$ cat config.mk
export PLATFORM = sky130hd
export DESIGN_NAME = adc_control_interface
export DESIGN_NICKNAME = d
export VERILOG_FILES = /design/src/design/adc_ctrl_pkg.sv /design/src/design/adc_control_interface.sv
export SDC_FILE = /design/constraint.sdc
export NUM_CORES = 1
export LEC_CHECK = 0
export BUFFER_PORTS_ARGS = -buffer_cell sky130_fd_sc_hd__buf_4
export CORE_MARGIN = 5
export CORE_UTILIZATION = 46
export DETAILED_ROUTE_END_ITERATION = 7
export PLACE_DENSITY = 0.76
export SETUP_SLACK_MARGIN = 0.1
export SYNTH_ARGS = -nofsm -noshare
export SYNTH_HDL_FRONTEND = slang
export SYNTH_SLANG_ARGS = --single-unit
$ cat constraint.sdc
create_clock -name pclk -period 3 [get_ports pclk]
set_input_delay 0.3 -clock pclk [delete_from_list [all_inputs] [get_ports pclk]]
set_output_delay 0.3 -clock pclk [all_outputs]
set_load 0.005 [all_outputs]
$ cat src/design/adc_ctrl_pkg.sv
// Package with register map, field positions, reset values and timing.
package adc_ctrl_pkg;

   // Register byte offsets on the 32-bit bus.
   localparam logic [11:0] OFF_RESULT_LOW  = 12'h000;
   localparam logic [11:0] OFF_RESULT_HIGH = 12'h004;
   localparam logic [11:0] OFF_CONTROL_0   = 12'h008;
   localparam logic [11:0] OFF_CONTROL_1   = 12'h00c;
   localparam logic [11:0] OFF_PIN_ENABLE  = 12'h010;
   localparam logic [11:0] OFF_IRQ_FLAG    = 12'h014;
   localparam logic [11:0] OFF_SYSTEM      = 12'h018;

   // Field positions in converter_control_0.
   localparam int C0_START  = 7;
   localparam int C0_BUSY   = 6;
   localparam int C0_OFF    = 5;
   localparam int C0_FORMAT = 4;

   // Field positions in converter_control_1.
   localparam int C1_INTREF = 7;
   localparam int C1_BGEN   = 6;
   localparam int C1_REFSEL = 4;

   // Writable bit masks of the control registers.
   localparam logic [7:0] C0_WMASK  = 8'hb3;
   localparam logic [7:0] C1_WMASK  = 8'hd7;
   localparam logic [7:0] PIN_WMASK = 8'h0f;

   // Reset values.
   localparam logic [7:0] C0_RESET  = 8'h20;
   localparam logic [7:0] C1_RESET  = 8'h00;
   localparam logic [7:0] PIN_RESET = 8'h0f;
   localparam logic [1:0] SYS_RESET = 2'h0;

   // Reserved divider code that stops the converter clock.
   localparam logic [2:0] DIV_STOPPED = 3'h7;

   // Conversion length in converter clock periods.
   localparam logic [4:0] CONV_TICKS = 5'h10;

   // Converter states.
   typedef enum logic [2:0] {
      ST_IDLE  = 3'b001,
      ST_RESET = 3'b010,
      ST_CONV  = 3'b100
   } conv_state_e;

   // Analog routing outputs travelling together.
   typedef struct packed {
      logic       power_on;
      logic       bandgap_on;
      logic       internal_ref;
      logic [1:0] channel;
      logic       external_vref;
      logic [3:0] pin_analog;
      logic [3:0] pull_high_off;
   } analog_ctrl_s;

endpackage : adc_ctrl_pkg

$ cat src/design/adc_control_interface.sv
// Control and result register block of a 12-bit analog-to-digital converter.
//
// Contract
// - Conversion gives a 12-bit unsigned result in a high and low byte.
// - Format 0: result MSB at high bit 7, LSB at low bit 4.
// - Format 1: right-justified, MSB at high bit 3, LSB at low bit 0.
// - Result bits not carrying data read as zero.
// - A start pulse high then low begins a conversion.
// - Start held high keeps converter in reset and busy flag at 1.
// - Busy flag is 1 while converting, 0 when done, resets to 1.
// - Power-off bit 1 powers converter down; resets to 1.
// - Channel field selects external input 0 to 3 when internal ref off.
// - Internal-ref select routes bandgap and disconnects external inputs.
// - Bandgap switches off when unused by converter and low-voltage logic.
// - Reference select: 0 supply, 1 external reference pin; resets to 0.
// - Clock field codes 0 to 6 divide system clock by 1 to 64.
// - Pin analog-enable gives pin to converter, clear restores digital use.
// - Analog pins have their pull-high resistor disconnected.
// - Enable bits 0 to 3 map to pins 0 to 3, reset to 1.
// - Unimplemented control bits read zero and ignore writes.
// - Conversion end sets the converter interrupt request flag.
`timescale 1ns/1ps
module adc_control_interface (
   // APB clock and reset
   input  wire logic                       pclk,
   input  wire logic                       presetn,
   // APB slave
   input  wire logic                       psel,
   input  wire logic                       penable,
   input  wire logic                       pwrite,
   input  wire logic [11:0]                paddr,
   input  wire logic [31:0]                pwdata,
   output logic                            pready,
   output logic [31:0]                     prdata,
   output logic                            pslverr,
   // Converter core
   input  wire logic [11:0]                sample_value,
   output logic                            converter_reset,
   output logic                            converter_clk_en,
   output adc_ctrl_pkg::analog_ctrl_s      analog_ctrl,
   // Interrupt controller
   output logic                            conversion_done_irq
);

   // Registers.
   logic [7:0]                 ctrl0_q;
   logic [7:0]                 ctrl1_q;
   logic [7:0]                 pin_q;
   logic [1:0]                 sys_q;
   logic                       busy_q;
   logic                       irq_q;
   logic [11:0]                result_q;
   logic [5:0]                 div_cnt_q;
   logic [4:0]                 tick_cnt_q;
   logic                       start_prev_q;
   adc_ctrl_pkg::conv_state_e  state_q;
   logic                       conv_rst_q;
   logic                       clk_en_q;
   adc_ctrl_pkg::analog_ctrl_s actl_q;
   logic                       pready_q;
   logic [31:0]                prdata_q;
   logic                       pslverr_q;

   // Bus decode.
   logic       acc;
   logic       wr;
   logic       rd;
   logic       hit_c0;
   logic       hit_c1;
   logic       hit_pin;
   logic       hit_irq;
   logic       hit_sys;
   logic       mapped;
   logic [7:0] rd_byte;
   logic [7:0] res_low;
   logic [7:0] res_high;

   assign acc     = psel & penable & ~pready_q;
   assign wr      = acc & pwrite;
   assign rd      = acc & ~pwrite;
   assign hit_c0  = paddr == adc_ctrl_pkg::OFF_CONTROL_0;
   assign hit_c1  = paddr == adc_ctrl_pkg::OFF_CONTROL_1;
   assign hit_pin = paddr == adc_ctrl_pkg::OFF_PIN_ENABLE;
   assign hit_irq = paddr == adc_ctrl_pkg::OFF_IRQ_FLAG;
   assign hit_sys = paddr == adc_ctrl_pkg::OFF_SYSTEM;
   assign mapped  = hit_c0 | hit_c1 | hit_pin | hit_irq | hit_sys
                  | (paddr == adc_ctrl_pkg::OFF_RESULT_LOW)
                  | (paddr == adc_ctrl_pkg::OFF_RESULT_HIGH);

   // Result justification; unused bits are zero.
   assign res_high = ctrl0_q[adc_ctrl_pkg::C0_FORMAT]
                   ? {4'h0, result_q[11:8]}
                   : result_q[11:4];
   assign res_low  = ctrl0_q[adc_ctrl_pkg::C0_FORMAT]
                   ? result_q[7:0]
                   : {result_q[3:0], 4'h0};

   // Read mux; the busy flag is merged into its bit of control 0.
   always_comb begin
      rd_byte = 8'h00;
      unique case (paddr)
         adc_ctrl_pkg::OFF_RESULT_LOW:  rd_byte = res_low;
         adc_ctrl_pkg::OFF_RESULT_HIGH: rd_byte = res_high;
         adc_ctrl_pkg::OFF_CONTROL_0:
            rd_byte = ctrl0_q | {1'b0, busy_q, 6'h00};
         adc_ctrl_pkg::OFF_CONTROL_1:   rd_byte = ctrl1_q;
         adc_ctrl_pkg::OFF_PIN_ENABLE:  rd_byte = pin_q;
         adc_ctrl_pkg::OFF_IRQ_FLAG:    rd_byte = {7'h00, irq_q};
         adc_ctrl_pkg::OFF_SYSTEM:      rd_byte = {6'h00, sys_q};
         default:                       rd_byte = 8'h00;
      endcase
   end

   // APB answer: one wait state, error on unmapped address.
   always_ff @(posedge pclk or negedge presetn) begin
      if (!presetn) begin
         pready_q  <= 1'b0;
         prdata_q  <= 32'h0000_0000;
         pslverr_q <= 1'b0;
      end else begin
         pready_q  <= acc;
         pslverr_q <= acc & ~mapped;
         prdata_q  <= rd ? {24'h00_0000, rd_byte} : 32'h0000_0000;
      end
   end

   // Software-written registers; writes are masked to implemented bits.
   always_ff @(posedge pclk or negedge presetn) begin
      if (!presetn) begin
         ctrl0_q <= adc_ctrl_pkg::C0_RESET;
         ctrl1_q <= adc_ctrl_pkg::C1_RESET;
         pin_q   <= adc_ctrl_pkg::PIN_RESET;
         sys_q   <= adc_ctrl_pkg::SYS_RESET;
      end else if (wr) begin
         if (hit_c0) begin
            ctrl0_q <= pwdata[7:0] & adc_ctrl_pkg::C0_WMASK;
         end
         if (hit_c1) begin
            ctrl1_q <= pwdata[7:0] & adc_ctrl_pkg::C1_WMASK;
         end
         if (hit_pin) begin
            pin_q <= pwdata[7:0] & adc_ctrl_pkg::PIN_WMASK;
         end
         if (hit_sys) begin
            sys_q <= pwdata[1:0];
         end
      end
   end

   // Converter clock divider: ratio 2 to the power of the code.
   logic [2:0] div_code;
   logic [5:0] div_max;
   logic       adc_tick;
   logic       start_bit;
   logic       start_fall;
   logic       powered;

   assign div_code   = ctrl1_q[2:0];
   assign div_max    = 6'((7'h01 << div_code) - 7'h01);
   assign adc_tick   = (div_code != adc_ctrl_pkg::DIV_STOPPED)
                     & (div_cnt_q >= div_max);
   assign start_bit  = ctrl0_q[adc_ctrl_pkg::C0_START];
   assign start_fall = start_prev_q & ~start_bit;
   assign powered    = ~ctrl0_q[adc_ctrl_pkg::C0_OFF];

   // Divider counter, restarted by a new conversion.
   always_ff @(posedge pclk or negedge presetn) begin
      if (!presetn) begin
         div_cnt_q <= 6'h00;
      end else if (adc_tick || start_fall) begin
         div_cnt_q <= 6'h00;
      end else begin
         div_cnt_q <= div_cnt_q + 6'h01;
      end
   end

   // Conversion sequencer.
   always_ff @(posedge pclk or negedge presetn) begin
      if (!presetn) begin
         state_q      <= adc_ctrl_pkg::ST_IDLE;
         busy_q       <= 1'b1;
         tick_cnt_q   <= 5'h00;
         start_prev_q <= 1'b0;
         result_q     <= 12'h000;
         irq_q        <= 1'b0;
      end else begin
         start_prev_q <= start_bit;
         // Set wins over a same-cycle software clear.
         if (state_q == adc_ctrl_pkg::ST_CONV && adc_tick &&
             tick_cnt_q == adc_ctrl_pkg::CONV_TICKS - 5'h01) begin
            irq_q <= 1'b1;
         end else if (wr && hit_irq && pwdata[0]) begin
            irq_q <= 1'b0;
         end
         unique case (state_q)
            adc_ctrl_pkg::ST_IDLE: begin
               if (start_bit) begin
                  state_q <= adc_ctrl_pkg::ST_RESET;
                  busy_q  <= 1'b1;
               end
            end
            adc_ctrl_pkg::ST_RESET: begin
               busy_q <= 1'b1;
               if (start_fall && powered) begin
                  state_q    <= adc_ctrl_pkg::ST_CONV;
                  tick_cnt_q <= 5'h00;
               end else if (start_fall) begin
                  state_q <= adc_ctrl_pkg::ST_IDLE;
               end
            end
            adc_ctrl_pkg::ST_CONV: begin
               if (start_bit) begin
                  state_q <= adc_ctrl_pkg::ST_RESET;
               end else if (adc_tick) begin
                  if (tick_cnt_q == adc_ctrl_pkg::CONV_TICKS - 5'h01) begin
                     result_q <= sample_value;
                     busy_q   <= 1'b0;
                     state_q  <= adc_ctrl_pkg::ST_IDLE;
                  end else begin
                     tick_cnt_q <= tick_cnt_q + 5'h01;
                  end
               end
            end
            default: begin
               state_q <= adc_ctrl_pkg::ST_IDLE;
            end
         endcase
      end
   end

   // Analog routing and core control outputs, all registered.
   adc_ctrl_pkg::analog_ctrl_s actl_d;
   logic                       bg_use;

   assign bg_use = ctrl1_q[adc_ctrl_pkg::C1_BGEN];

   always_comb begin
      actl_d               = '0;
      actl_d.power_on      = powered;
      actl_d.bandgap_on    = bg_use | sys_q[0] | sys_q[1];
      actl_d.internal_ref  = ctrl1_q[adc_ctrl_pkg::C1_INTREF];
      actl_d.channel       = ctrl1_q[adc_ctrl_pkg::C1_INTREF]
                           ? 2'h0 : ctrl0_q[1:0];
      actl_d.external_vref = ctrl1_q[adc_ctrl_pkg::C1_REFSEL];
      actl_d.pin_analog    = ctrl1_q[adc_ctrl_pkg::C1_INTREF]
                           ? 4'h0 : pin_q[3:0];
      actl_d.pull_high_off = pin_q[3:0];
   end

   // Output flip-flops.
   always_ff @(posedge pclk or negedge presetn) begin
      if (!presetn) begin
         actl_q     <= '0;
         conv_rst_q <= 1'b1;
         clk_en_q   <= 1'b0;
      end else begin
         actl_q     <= actl_d;
         conv_rst_q <= (state_q != adc_ctrl_pkg::ST_CONV) | ~powered;
         clk_en_q   <= adc_tick & powered;
      end
   end

   assign pready              = pready_q;
   assign prdata              = prdata_q;
   assign pslverr             = pslverr_q;
   assign converter_reset     = conv_rst_q;
   assign converter_clk_en    = clk_en_q;
   assign analog_ctrl         = actl_q;
   assign conversion_done_irq = irq_q;

endmodule : adc_control_interface

==> out/qor.yml <==
run_status:
  outcome: "finished clean"
floorplanning:
  dieArea_um2: 9660
  num_rows: 32
  die_h_um: 98.3
  core_area_um2: 7650
  die_w_um: 98.3
  initial_core_util_pct: 46.9
  pin_count: 112
clock_network:
  numCtsBuffers: 9
  clock_latency_ns: 0.35
  clkTransAtPathRegs_ns: 0.07
  root_buffer: "clkbuf_8"
  clock_path_buffers: 2
  cts.sinks: 72
  htreeDepth: 3
  cts_tree: "built"
final_layout:
  final_common_cell: "buf_4"
  fin_nets: 462
  fill_cells: 616
  mostFrequentLayoutCells: "buf_4 (77), dfrtp_1 (64), conb_1 (24)"
  layout-drive-gt1-share_pct: 39.6
  design_area_um2: 4520
  n_antenna_cell: 0
  area_growth_syn_to_layout_pct: 26.1
detailed_routing:
  final_antenna_net_count: 0
  routed-via-count: 2545
  viasPerCell: 5.11
  drt_iter0_drc: 130
  routedWlPerCell_um: 15.8
  routed_wl_um: 7870
  drc: 0
  drt-pass1-iter-count: 4
sta:
  hold_viol: 0
  final-setup-viol-count: 0
  rsz0062_at_grt: "yes"
  tightest_slew_ns: 0.881
  slew_headroom_pct: 41.2
  fin_crit_sh_pct: 99.0
  setup_ws_ns: 0.0303
  fin_skew_ns: 0.0123
  timing.fmax_ghz: 0.337
  tns_ns: 0
  slew_violations: 0
  period_needed_ns: 2.97
placement:
  dp_worst_setup_slack_ns: 0.0566
  hpwl_um: 5300
  dpl_cell_area_um2: 4100
  port-buffer-count: 63
  place.gp.congestion: 0.768
logic_synthesis:
  yosys.area.top_type_share_pct: 44.7
  synthCells: 314
  synth_top_cell_by_area: "dfrtp_1"
  synth_area_um2: 3580
  synth_edf_count: 0
  ys_ff_latch: 72
  ys.flop_type: "dfrtp_1"
  ys_types: 46
  synth_seq_area_share_pct: 50.6
  synthArstFlopShare_pct: 100
  ys_warn_count: 0
  syn_area_per_cell_um2: 11.4
  synthTopCellsByArea: "dfrtp_1 (45%), mux2_2 (8.2%), dfstp_2 (5.9%), buf_4 (5.0%), ha_1 (3.5%)"
worst_setup_path:
  end_kind: "flop"
  worstPathRequired_ns: 3.23
  worstSetupPathType: "flop to flop"
  critPathArrivalTime_ns: 3.20
  path_max_fanout: 7
  critPathLaunchType: "flop"
power_and_ir_drop:
  p_switching_uw: 421
  ir_drop_uv: 205
  clkPwrFrac_pct: 46.0
  power.density_nw_per_um2: 440
  finalPower_uw: 1990
  p_leak_uw: 0.00221
  p_int_uw: 1570
  power_frac_seq_pct: 49.1
  p_comb_share_pct: 4.9
  swShare_pct: 21.2
global_route:
  grt_pass1_vias: 2551
  grt_usage_pct: 16.5
  grt_antenna_before_repair: 0
  grt_overflow: 0
  grt_max_degree: 73
  grt_pass1_wl_um: 12600
min_path:
  hold_path_class: "input port to async pin"
flow_run:
  maxCapViolCount: 0
==> worst max-delay path: stages, from the launching register on <==
cell and delay, ns:
dfrtp_1 0.39, or3_4 0.41, ha_4 0.19, nor3_4 0.12, a21o_1 0.14, a21oi_2 0.06, ha_1 0.29, nand4_1 0.13
o221a_4 0.33, nor4_4 0.13, buf_4 0.20, buf_12 0.13, mux2_2 0.32
==> Yosys cell counts (2+ instances only) <==
library cell,number
dfrtp_1,64
mux2_2,26
buf_4,24
nor2_1,15
a21oi_1,14
nor2b_1,14
nand2_1,13
mux2i_1,12
ha_1,10
inv_1,9
nor3_1,9
clkbuf_1,8
dfstp_2,8
nand3_1,7
o21ai_0,7
mux2_4,6
nand2b_1,6
a211oi_1,5
and3_1,5
or3_1,4
a221oi_1,3
a22oi_1,3
nand3b_1,3
nand4_1,3
or2_2,3
or4_4,3
xnor2_1,3
a21o_1,2
a22o_1,2
a31oi_1,2
buf_1,2
nand3b_2,2
nor3b_1,2
o22ai_1,2
xor2_1,2
==> kinds of logic after synthesis <==
family	share of synthesized area [%]
AND/OR/NAND/NOR	15.1
flip-flops	50.6
buffers and inverters	7.47
AO/OA/AOI/OAI	8.03
multiplexers	14.0
adder cells (fa/ha/maj)	3.49
XOR/XNOR	1.22
other	0.105
==> state kept, by name (all words and copies together), names as in the netlist, 2 cells and up <==
| register | cells |
|---|---|
| ctrl0_q | 5 |
| sys_q | 2 |
| state_q | 3 |
| ctrl1_q | 6 |
| pin_q | 4 |
| tick_cnt_q | 5 |
| div_cnt_q | 6 |
| analog_ctrl | 14 |
| result_q | 12 |
| prdata | 8 |
==> power by group through the flow <==
stage,registers [µW],clock network (µW),logic [µW]
2_1_floorplan,994,0,53.8
3_3_place_gp,993,0,94.8
3_5_place_dp,993,0,95.9
4_1_cts,975,926,97.4
5_1_grt,975,969,111
6_report,975,913,98.1
==> metrics by stage <==
step / hold WS [ns] / util, % / instances
after floorplan: 0.00441 / - / 337
after global placement: 0.413 / 53.6 / 471
after detailed placement: 0.404 / 53.6 / 471
after CTS: 0.0919 / 58.0 / 494
after global routing: 0.148 / 59.1 / 498
final: 0.0635 / 59.1 / 498
==> layer usage <==
| layer | global-route usage (%) | vias to the layer above | routed length [µm] |
|---|---|---|---|
| met5 | 0 | - | 0 |
| met4 | 10.1 | 0 | 200 |
| met3 | 3.36 | 20 | 418 |
| met2 | 25.8 | 90 | 3790 |
| met1 | 21.0 | 1215 | 3460 |
| li1 | - | 1220 | - |
==> final cells by class <==
cell class | count | area (µm²) | share of cell area [%]
Inverter | 9 | 33.8 | 0.748
Multi-Input combinational cell | 220 | 1680 | 37.3
Timing Repair Buffer | 79 | 626 | 13.8
Clock buffer | 10 | 128 | 2.82
Sequential cell | 72 | 1810 | 40.1
Tap cell | 102 | 128 | 2.82
Clock inverter | 6 | 108 | 2.38
==> repair_timing <==
item / 4_1_cts / 5_1_grt
pin swaps: 0 / 7
hold buffers: 0 / 0
endpoints found under the setup margin: 13 / 17
buffers inserted: 6 / 4
gates resized for setup: 8 / 12
cloned: 1 / 0
==> final timing paths <==
kind / startpoint / end / slack (ns) / cells past startpoint
worst max-delay path: ctrl1_q[2] / result_q[5] / 0.03 / 12
worst min-delay path: presetn / tick_cnt_q[0] / 0.06 / 1
worst max register to register: ctrl1_q[2] / result_q[5] / 0.03 / 12
worst min register to register: ctrl1_q[4] / analog_ctrl[8] / 0.42 / 0
max in group asynchronous: presetn / div_cnt_q[4] / 2.37 / 1
min in group pclk: sample_value[0] / result_q[0] / 0.17 / 2
Power figures use the tool's default switching activity.
